[src/include/ats_pkg.sv]
// Package of constants and types for the actuator teach-in sequencer
package ats_pkg;

  // Clock rate and derived timebase
  localparam int CLK_HZ = 50_000_000;       // MCLK rate in Hz
  localparam int SEC_CYCLES = CLK_HZ * 1;   // Cycles in one second
  localparam int FAST_PER_S = 8;            // Fast blink half-periods per second
  localparam int FAST_CYCLES = SEC_CYCLES / FAST_PER_S;

  // Teach timing in seconds
  localparam logic [6:0] TEACH_S = 7'h14;   // Presence before commit is ready (20 s)
  localparam logic [6:0] COMMIT_S = 7'h78;  // Commit window length (120 s)

  // Allowance and history
  localparam logic [3:0] TEACH_MAX = 4'h8;  // Re-teach allowance after factory init
  localparam int HIST_N = 9;                // First actuator plus eight re-teaches
  localparam int ID_W = 16;                 // Actuator code width

  // Variant strap encodings
  localparam logic [1:0] VAR_ANY = 2'h0;    // Any matching actuator
  localparam logic [1:0] VAR_RETEACH = 2'h1;// First actuator plus re-teaches
  localparam logic [1:0] VAR_ONCE = 2'h2;   // First actuator only

  // Sequencer states, one-hot
  typedef enum logic [3:0] {
    ST_BOOT = 4'h1,
    ST_IDLE = 4'h2,
    ST_SLOW = 4'h4,
    ST_FAST = 4'h8
  } ats_state_t;

  // Non-volatile image: survives power cycles
  typedef struct packed {
    logic [HIST_N-1:0][ID_W-1:0] hist;  // Every actuator ever stored
    logic [3:0] hist_cnt;               // Valid history entries
    logic [ID_W-1:0] stored_id;         // Accepted actuator
    logic stored_valid;                 // An actuator has been stored
    logic [3:0] remain;                 // Remaining teach procedures
    logic armed;                        // Commit window open at power loss
    logic [ID_W-1:0] pend_id;           // Actuator waiting for commit
  } ats_nv_t;

  // Volatile state, cleared by reset
  typedef struct packed {
    ats_state_t st;          // Sequencer state
    logic [1:0] variant;     // Strap captured after reset release
    logic [6:0] secs;        // Seconds in current phase
    logic [ID_W-1:0] cand;   // Candidate actuator
    logic led;               // Yellow indicator drive
    logic accept;            // Actuator accepted
    logic busy;              // Teach attempt running
    logic ready;             // Teach ready to commit
  } ats_vol_t;

endpackage : ats_pkg

[src/hw/ats_sequencer.sv]
// Actuator teach-in sequencer of a coded safety gate switch
// Contract
// - Uncoded variant accepts any matching actuator
// - Re-teach variant stores first actuator automatically
// - Single variant stores first, refuses others forever
// - Keep allowance of eight; refuse when used
// - New actuator starts teach, slow yellow blink
// - After twenty seconds present, fast yellow blink
// - Power cycle within 120 s commits
// - Commit stores actuator, allowance minus one
// - Never re-teach any previously stored actuator
`timescale 1ns/1ps
module ats_sequencer
  import ats_pkg::*;
#(
  parameter int SEC_CYC = SEC_CYCLES,
  parameter int FAST_CYC = FAST_CYCLES
) (
  // Clock and power-up reset
  input wire logic MCLK,
  input wire logic RST_B,
  // Product variant strap and factory initialisation of the stored image
  input wire logic [1:0] VARIANT,
  input wire logic FACTORY_INIT,
  // Transponder reader
  input wire logic ACT_PRESENT,
  input wire logic ACT_SOLE,
  input wire logic [ID_W-1:0] ACT_ID,
  // Status
  output logic ACCEPTED,
  output logic GATE_LED_YEL,
  output logic TEACH_BUSY,
  output logic TEACH_READY,
  output logic [3:0] REMAIN,
  output logic STORED_VALID,
  output logic [ID_W-1:0] STORED_ID
);

  // Reset synchroniser stages
  logic rst_s1_q;
  logic rst_n;

  // State registers and next values
  ats_vol_t v_q;
  ats_vol_t v_d;
  ats_nv_t nv_q;
  ats_nv_t nv_d;

  // Timebase ticks
  logic fast_tick;
  logic sec_tick;

  // Membership test of an actuator code in the stored history
  function automatic logic ats_seen(input ats_nv_t nv, input logic [ID_W-1:0] id);
    logic hit;
    hit = 1'b0;
    for (int i = 0; i < HIST_N; i++) begin
      if ((4'(i) < nv.hist_cnt) && (nv.hist[i] == id)) begin
        hit = 1'b1;
      end
    end
    return hit;
  endfunction : ats_seen

  // Append a code to the history and make it the accepted actuator
  function automatic ats_nv_t ats_store(input ats_nv_t nv, input logic [ID_W-1:0] id);
    ats_nv_t r;
    r = nv;
    r.stored_id = id;
    r.stored_valid = 1'b1;
    if (nv.hist_cnt < 4'(HIST_N)) begin
      r.hist[nv.hist_cnt] = id;
      r.hist_cnt = nv.hist_cnt + 4'h1;
    end
    return r;
  endfunction : ats_store

  // Release reset through two flip-flops
  always_ff @(posedge MCLK or negedge RST_B) begin
    if (!RST_B) begin
      rst_s1_q <= 1'b0;
      rst_n <= 1'b0;
    end else begin
      rst_s1_q <= 1'b1;
      rst_n <= rst_s1_q;
    end
  end

  // Seconds and blink timebase
  ats_tick #(
    .FAST_CYC(FAST_CYC),
    .FAST_N(SEC_CYC / FAST_CYC)
  ) u_tick (
    .clk(MCLK),
    .rst_n(rst_n),
    .fast_tick(fast_tick),
    .sec_tick(sec_tick)
  );

  // Next-state logic of the sequencer and of the stored image
  always_comb begin
    logic match;
    logic fresh;
    match = ACT_PRESENT && nv_q.stored_valid && (ACT_ID == nv_q.stored_id);
    fresh = 1'b0;
    v_d = v_q;
    nv_d = nv_q;
    v_d.accept = 1'b0;
    case (v_q.st)
      ST_BOOT: begin
        // Catch the strap once reset is released; finish a commit pending at power loss
        v_d.variant = VARIANT;
        v_d.st = ST_IDLE;
        if (nv_q.armed) begin
          nv_d = ats_store(nv_q, nv_q.pend_id);
          nv_d.remain = nv_q.remain - 4'h1;
          nv_d.armed = 1'b0;
        end
      end
      ST_IDLE: begin
        v_d.led = 1'b0;
        v_d.busy = 1'b0;
        v_d.ready = 1'b0;
        v_d.secs = 7'h00;
        if (v_q.variant == VAR_ANY) begin
          // No coding: any matching actuator is accepted on sight
          v_d.accept = ACT_PRESENT;
        end else if (ACT_PRESENT && !nv_q.stored_valid) begin
          // First actuator ever seen is stored at once
          nv_d = ats_store(nv_q, ACT_ID);
          v_d.accept = 1'b1;
        end else if (match) begin
          v_d.accept = 1'b1;
        end else if (ACT_PRESENT && v_q.variant == VAR_RETEACH) begin
          // Only a sole, never-stored actuator with allowance left may start a teach
          fresh = ACT_SOLE && !ats_seen(nv_q, ACT_ID);
          if (fresh && nv_q.remain != 4'h0) begin
            v_d.st = ST_SLOW;
            v_d.cand = ACT_ID;
            v_d.busy = 1'b1;
          end
        end
        // Single variant: any other actuator simply stays refused
      end
      ST_SLOW: begin
        if (!ACT_PRESENT || ACT_ID != v_q.cand || !ACT_SOLE) begin
          // Actuator left: drop the attempt, image untouched
          v_d.st = ST_IDLE;
          v_d.busy = 1'b0;
          v_d.led = 1'b0;
        end else if (sec_tick) begin
          v_d.led = !v_q.led;
          if (v_q.secs == TEACH_S - 7'h01) begin
            // Present long enough: open the commit window
            v_d.st = ST_FAST;
            v_d.secs = 7'h00;
            v_d.ready = 1'b1;
            nv_d.armed = 1'b1;
            nv_d.pend_id = v_q.cand;
          end else begin
            v_d.secs = v_q.secs + 7'h01;
          end
        end
      end
      ST_FAST: begin
        if (!ACT_PRESENT || ACT_ID != v_q.cand) begin
          // Removal during the window cancels the commit
          v_d.st = ST_IDLE;
          v_d.busy = 1'b0;
          v_d.led = 1'b0;
          v_d.ready = 1'b0;
          nv_d.armed = 1'b0;
        end else begin
          if (fast_tick) begin
            v_d.led = !v_q.led;
          end
          if (sec_tick) begin
            if (v_q.secs == COMMIT_S - 7'h01) begin
              // Window expired without a power cycle
              v_d.st = ST_IDLE;
              v_d.busy = 1'b0;
              v_d.led = 1'b0;
              v_d.ready = 1'b0;
              nv_d.armed = 1'b0;
            end else begin
              v_d.secs = v_q.secs + 7'h01;
            end
          end
        end
      end
      default: begin
        v_d.st = ST_IDLE;
      end
    endcase
    // Factory initialisation wipes the stored image
    if (FACTORY_INIT) begin
      nv_d = '0;
      nv_d.remain = TEACH_MAX;
    end
  end

  // Volatile state, cleared at every power-up
  always_ff @(posedge MCLK or negedge rst_n) begin
    if (!rst_n) begin
      v_q <= '{st: ST_BOOT, default: '0};
    end else begin
      v_q <= v_d;
    end
  end

  // Stored image has no reset so that it outlives a power cycle
  always_ff @(posedge MCLK) begin
    nv_q <= nv_d;
  end

  // Outputs straight from flip-flops
  always_ff @(posedge MCLK or negedge rst_n) begin
    if (!rst_n) begin
      ACCEPTED <= 1'b0;
      GATE_LED_YEL <= 1'b0;
      TEACH_BUSY <= 1'b0;
      TEACH_READY <= 1'b0;
      REMAIN <= 4'h0;
      STORED_VALID <= 1'b0;
      STORED_ID <= '0;
    end else begin
      ACCEPTED <= v_d.accept;
      GATE_LED_YEL <= v_d.led;
      TEACH_BUSY <= v_d.busy;
      TEACH_READY <= v_d.ready;
      REMAIN <= nv_d.remain;
      STORED_VALID <= nv_d.stored_valid;
      STORED_ID <= nv_d.stored_id;
    end
  end

endmodule : ats_sequencer

[src/hw/ats_tick.sv]
// Timebase: fast blink tick and one-second tick from MCLK
`timescale 1ns/1ps
module ats_tick #(
  parameter int FAST_CYC = ats_pkg::FAST_CYCLES,
  parameter int FAST_N = ats_pkg::FAST_PER_S
) (
  // Clock and reset
  input wire logic clk,
  input wire logic rst_n,
  // Ticks
  output logic fast_tick,
  output logic sec_tick
);

  logic [31:0] div_q;  // Cycle divider
  logic [7:0] sub_q;   // Fast ticks within the second

  // Divide the clock down to fast ticks, and fast ticks down to seconds
  always_ff @(posedge clk or negedge rst_n) begin
    if (!rst_n) begin
      div_q <= 32'h0000_0000;
      sub_q <= 8'h00;
      fast_tick <= 1'b0;
      sec_tick <= 1'b0;
    end else begin
      fast_tick <= 1'b0;
      sec_tick <= 1'b0;
      if (div_q == 32'(FAST_CYC - 1)) begin
        // End of a fast period
        div_q <= 32'h0000_0000;
        fast_tick <= 1'b1;
        if (sub_q == 8'(FAST_N - 1)) begin
          sub_q <= 8'h00;
          sec_tick <= 1'b1;
        end else begin
          sub_q <= sub_q + 8'h01;
        end
      end else begin
        div_q <= div_q + 32'h0000_0001;
      end
    end
  end

endmodule : ats_tick

[config.mk]
export PLATFORM = sky130hd
export DESIGN_NAME = ats_sequencer
export DESIGN_NICKNAME = d
export VERILOG_FILES = /design/src/include/ats_pkg.sv /design/src/hw/ats_sequencer.sv /design/src/hw/ats_tick.sv
export SDC_FILE = /design/constraint.sdc
export NUM_CORES = 1
export LEC_CHECK = 0
export BUFFER_PORTS_ARGS = -buffer_cell sky130_fd_sc_hd__buf_4
export CORE_AREA = 2 2 189 284
export CTS_CLUSTER_DIAMETER = 150
export DETAILED_ROUTE_END_ITERATION = 10
export DIE_AREA = 0 0 191 286
export SLEW_MARGIN = 30
export SYNTH_ARGS = -nofsm -noshare
export SYNTH_HDL_FRONTEND = slang
export SYNTH_SLANG_ARGS = --single-unit
export TNS_END_PERCENT = 10
[constraint.sdc]
create_clock -name MCLK -period 5.15 [get_ports MCLK]
set_input_delay 1.03 -clock MCLK [delete_from_list [all_inputs] [get_ports MCLK]]
set_output_delay 1.03 -clock MCLK [all_outputs]
set_load 0.02 [all_outputs]
# Word-level counts from Yosys, hierarchy flattened
# Index checks and enable logic that the tools add are counted.
# totals
reg_bits	284
word_cells	213
out_inout_bits	25
input_bits	23
# op_classes
bitwise	6
n_lt_le_gt_ge	12
addsub	5
reduce_logical	37
mux	81
n_eq_ne	40
# op_table
cell	n
$mux 186	3
$pmux 169 s2	1
$mux 148	2
$bwmux 144	2
$eq 16x16->1	10
$demux 16 s4	1
$mux 17	3
$pmux 16 s3	1
$mux 4	11
$mux 7	6
$mux 1	39
$mux 38	1
$add 32x1->32 const B	1
$eq 32x23->1 const B	1
$mux 32	1
$reduce_and 6->1	5
$ne 2x2->1 const B	14
$pmux 7 s3	1
$logic_and 1x1->1	16
$lt 3x4->1 const A	4
$mux 16	1
$ne 16x16->1	1
$pmux 4 s3	1
$reduce_and 9->1	1
36 further kinds	54

# Logic depth before layout (Yosys ltp)
# logic_depth
depth_word	25
depth_mapped	12
mapped_depth_nobuf	9

# By module
# Synthesis repeated with hierarchy kept, for this count alone.
# hier_totals
cells_unflattened	1378
hier_area_um2	13326.5
# by_module_without_submodules
module	cells_per_inst	area_per_inst_um2	n_inst	seq_area_each_um2
ats_sequencer	1164	11173.2	1	5126.2
ats_tick	214	2153.3	1	1051.0

# Worst setup path before layout
# OpenSTA, ideal clock, no wires.
# synth_path
path_kind	input -> register
startpoint	input ACT_ID[10]
endpoint	register v_q[25] (netlist name)
slack_ps	2142
stages	9
arrival_time_ps	2877
setup_time_ps	131
path_buffers	2
required_time_ps	5019
path_cell_list	clkbuf_1 > buf_4 > xor2_1 > nor4_1 > nand4_1 > nor4_1 > o21ai_0 > xnor2_1 > nor2_1
# synth_between
elab_chain_cells	5
word_cells_on_any_way	6
cone_classes	eq/ne (3); reduce/logical (3)
# synth_lines
element	line	source
start: declaration	ats_sequencer.sv:28	input wire logic [ID_W-1:0] ACT_ID,
$ne 16x16->1 (*)	ats_sequencer.sv:146, ats_sequencer.sv:166	
$logic_or 1x1->1 (*)	ats_sequencer.sv:146, ats_sequencer.sv:166	
$logic_or 1x1->1	ats_sequencer.sv:146	if (!ACT_PRESENT || ACT_ID != v_q.cand || !ACT_SOLE) begin
$ne 2x2->1 (no source line)	n/a	
$reduce_and 6->1 (no source line) (*)	n/a	
end signal: assignment	ats_sequencer.sv:207	v_q <= v_d;
end: declaration	ats_sequencer.sv:44	ats_vol_t v_q;
# Mark *: on every way between the ends. The rest lies on a longest branch, timed or not.
# A chain may end at the register's enable or synchronous reset.

# Worst setup path after layout
# layout_path
startpoint	register v_q[32] (netlist name)
endpoint	register nv_q[163] (netlist name)
# layout_between
elab_chain_cells	3
word_cells_on_any_way	10
cone_classes	eq/ne (7); mux (1); reduce/logical (2)
# layout_lines
element	line	source
$eq 4x1->1 / $eq 4x2->1 (equally long branches)	ats_sequencer.sv:109	case (v_q.st)
$ne 2x2->1 (no source line) / $reduce_bool 2->1 (equally long branches)	n/a	
$reduce_and 6->1 (no source line)	n/a	
end signal: assignment	ats_sequencer.sv:213	nv_q <= nv_d;
end: declaration	ats_sequencer.sv:46	ats_nv_t nv_q;
# Several ways; a longest one is shown, not always the timed one.

==> results.sh <==
export IMPL_cts_sinks=284
export IMPL_synth_top_family_by_area="simple AND/OR/NAND/NOR gates"
export IMPL_hpwl_um=24800
export IMPL_skew_ns=0.0143
export IMPL_crit_start="v_q[32]"
export IMPL_drtAntennaViolNets=0
export IMPL_crit_fanout=21
export IMPL_yosysMostFrequentCell="nor2_1"
export IMPL_powerDensity_nw_per_um2=313
export IMPL_tightestPinTransition_ns=1.04
export IMPL_htreeDepth=1
export IMPL_clk_latency_ns=0.57
export IMPL_synth_flop_cell="dfxtp_1"
export IMPL_dr_wl_met3_um=1550
export IMPL_finalCritPeriodShare=0.760
export IMPL_hp_class="in -> async"
export IMPL_layout_setup_ws_ns=1.24
export IMPL_fp_row_count=103
export IMPL_synth_xor_area_share=0.151
export IMPL_io_pins=48
export IMPL_wl_met1_um=14900
export IMPL_register_area_um2=6180
export IMPL_core_area_um2=52200
export IMPL_start_kind="register"
export IMPL_p_leak_nw=5.45
export IMPL_cts_setup_buffers=0
export IMPL_synthAdderAreaFrac=0.00872
export IMPL_setup_violations=0
export IMPL_ys_seq_area_frac=0.478
export IMPL_end_kind="register"
export IMPL_wl_per_cell_um=17.9
export IMPL_crit_arrival_ns=4.40
export IMPL_syn_area_per_cell_um2=9.75
export IMPL_design_die_area_um2=54600
export IMPL_maxCapViolCount=0
export IMPL_numPortBuffers=47
export IMPL_synthMuxAreaShare=0.0322
export IMPL_grt_ovfl_total=0
export IMPL_num_antenna_cells=0
export IMPL_first_pass_iters=5
export IMPL_drc=0
export IMPL_track_usage=0.132
export IMPL_place_area_um2=13800
export IMPL_multi_input_area_um2=6210
export IMPL_syn_area_um2=12900
export IMPL_outcome="complete, no violations"
export IMPL_synth_top_cells_by_area="dfxtp_1, dfrtp_1, xnor2_1, nor2_1, xor2_1"
export IMPL_grt_antenna_before_repair=0
export IMPL_num_fill_cells=5505
export IMPL_hold_viol=0
export IMPL_ir_worst_vdd_uv=266
export IMPL_layout_min_cycle_time_ns=3.91
export IMPL_die_h_um=286
export IMPL_final_cell_area_um2=14800
export IMPL_viasPerCell=4.75
export IMPL_grt_max_degree=141
export IMPL_die_w_um=191
export IMPL_cts_made_buffers=30
export IMPL_ys_seq_elements=284
export IMPL_grt_pass1_vias=9602
export IMPL_crit_end="nv_q[163]"
export IMPL_area_delta_synth_final_pct=14.7
export IMPL_rr_endpoint="nv_q[163]"
export IMPL_r2r_slack_ns=1.24
export IMPL_top_layer_used="met4"
export IMPL_clk_path_buf_depth=3
export IMPL_fmax_mhz=255
export IMPL_synth_top_cell_area_share=0.288
export IMPL_pre_cts_ws_ns=1.05
export IMPL_yosys_warnings=0
export IMPL_rr_worst_depth=9
export IMPL_finalSetupTns_ns=0
export IMPL_synthCells=1325
export IMPL_nNetsFinal=1352
export IMPL_synth_compound_area_share=0.127
export IMPL_worstSetupPathType="reg -> reg"
export IMPL_wl_met2_um=18300
export IMPL_cts_root_buf="clkbuf_16"
export IMPL_drive_gt1_frac=0.129
export IMPL_required_ns=5.63
export IMPL_cts_tree="built"
export IMPL_relSlewSlack=0.306
export IMPL_initialDrtViolationCount=574
export IMPL_synth_cell_type_count=64
export IMPL_async_flop_share=0.345
export IMPL_start_util=0.247
export IMPL_syn_num_nets=1357
export IMPL_yosysTopAreaCell="dfxtp_1"
export IMPL_gp_congestion=0.848
export IMPL_hold_buffers=0
export IMPL_num_vias=9625
export IMPL_drt_total_wl_um=36200
export IMPL_slew_violations=0
export IMPL_yosys_top_cells_count="nor2_1, dfxtp_1, xnor2_1"
export IMPL_clk_pin_slew_ns=0.06
export IMPL_grt_pass1_wl_um=55900
export IMPL_postCtsResizedCells=0
export IMPL_yosys_area_share_simple=0.159
export IMPL_r2r_start="v_q[32]"
export IMPL_rsz0062_at_grt="no"
export IMPL_synth_edff_count=0
[power by group]
| part | internal [mW] | switching [mW] | leakage [nW] |
|---|---|---|---|
| Clock | 1.31 | 0.925 | 0.506 |
| Sequential | 2.21 | 0.00726 | 2.84 |
| Combinational | 0.0576 | 0.126 | 2.11 |
| Total | 3.58 | 1.06 | 5.45 |
[area by class of cell]
class                      count  share of cell area
tap                          682              0.0576
clock buffer                  42              0.0600
multi-input combinational    928               0.420
timing repair buffer          64              0.0331
inverter                      12             0.00304
clock inverter                14             0.00946
sequential                   284               0.417
[through the flow]
step | hold slack [ns] | std cells | power (mW) | util
6_report | 0.243 | 2026 | 4.63 | 0.284
5_1_grt | 0.234 | 2026 | 4.78 | 0.284
4_1_cts | 0.227 | 2026 | 4.68 | 0.284
3_5_place_dp | 0.312 | 1970 | 2.45 | 0.264
3_3_place_gp | 0.301 | 1966 | 2.45 | 0.263
2_1_floorplan | 0.331 | 1325 | 2.39 | -
[state kept, by name, indices dropped and copies added, names as in the netlist, 4 cells and up]
signal and cells:
nv_q 186, u_tick.div_q 32, v_q 29, STORED_ID 16, u_tick.sub_q 8, REMAIN 4
[how the worst min path moves through the flow]
| stage | to | cells after the start | from | slack (ns) |
|---|---|---|---|---|
| 3_3_place_gp | u_tick.div_q[21] | 0 | rst_n | 0.30 |
| 3_5_place_dp | u_tick.div_q[31] | 0 | rst_n | 0.31 |
| 2_1_floorplan | rst_n | 0 | rst_s1_q | 0.33 |
| 4_1_cts | rst_s1_q | 1 | RST_B | 0.23 |
| 6_report | rst_s1_q | 1 | RST_B | 0.24 |
| 5_1_grt | rst_s1_q | 1 | RST_B | 0.23 |
[layer usage]
layer,vias up,track usage
li1,4554,-
met1,4756,0.158
met2,243,0.234
met3,72,0.0155
met4,0,0.0572
met5,-,0
[cells in the final DEF, fill, tap and decap left out, drive strengths merged, types with 3 or more instances in the layout]
cell type / synthesis / routed
a211oi: 63 / 63
a21oi: 26 / 26
a22oi: 98 / 98
and2: 7 / 7
and3: 13 / 13
buf: 47 / 64
clkbuf: 54 / 42
clkinv: 0 / 8
dfrtp: 97 / 97
dfxtp: 186 / 186
ha: 9 / 9
inv: 12 / 14
mux2: 20 / 20
mux2i: 16 / 16
nand2: 49 / 49
nand2b: 7 / 7
nand3: 38 / 38
nand4: 29 / 29
nor2: 226 / 226
nor2b: 5 / 5
nor3: 21 / 21
nor4: 28 / 28
nor4b: 5 / 5
o21ai: 17 / 17
or2: 3 / 3
or4: 3 / 3
xnor2: 136 / 136
xor2: 87 / 87
[logic make-up (layout without fill, tap and decap cells)]
logic type	count (synthesis)	after routing
adder cells (fa/ha/maj)	9	9
other	2	2
flip-flops	284	284
XOR/XNOR	223	223
multiplexers	36	36
AND/OR/NAND/NOR	437	437
buffers and inverters	113	132
AO/OA/AOI/OAI	221	221
[critical path: stages, from the launching register on]
cell and delay [ns]:
dfrtp_1 0.47, nor4b_2 0.77, nor4b_4 0.32, buf_4 0.28, nor2_2 0.10, a21oi_2 0.54, and3_1 0.64, buf_4 0.39
nor2_1 0.09, a211oi_2 0.20
Power figures use the tool's default switching activity.
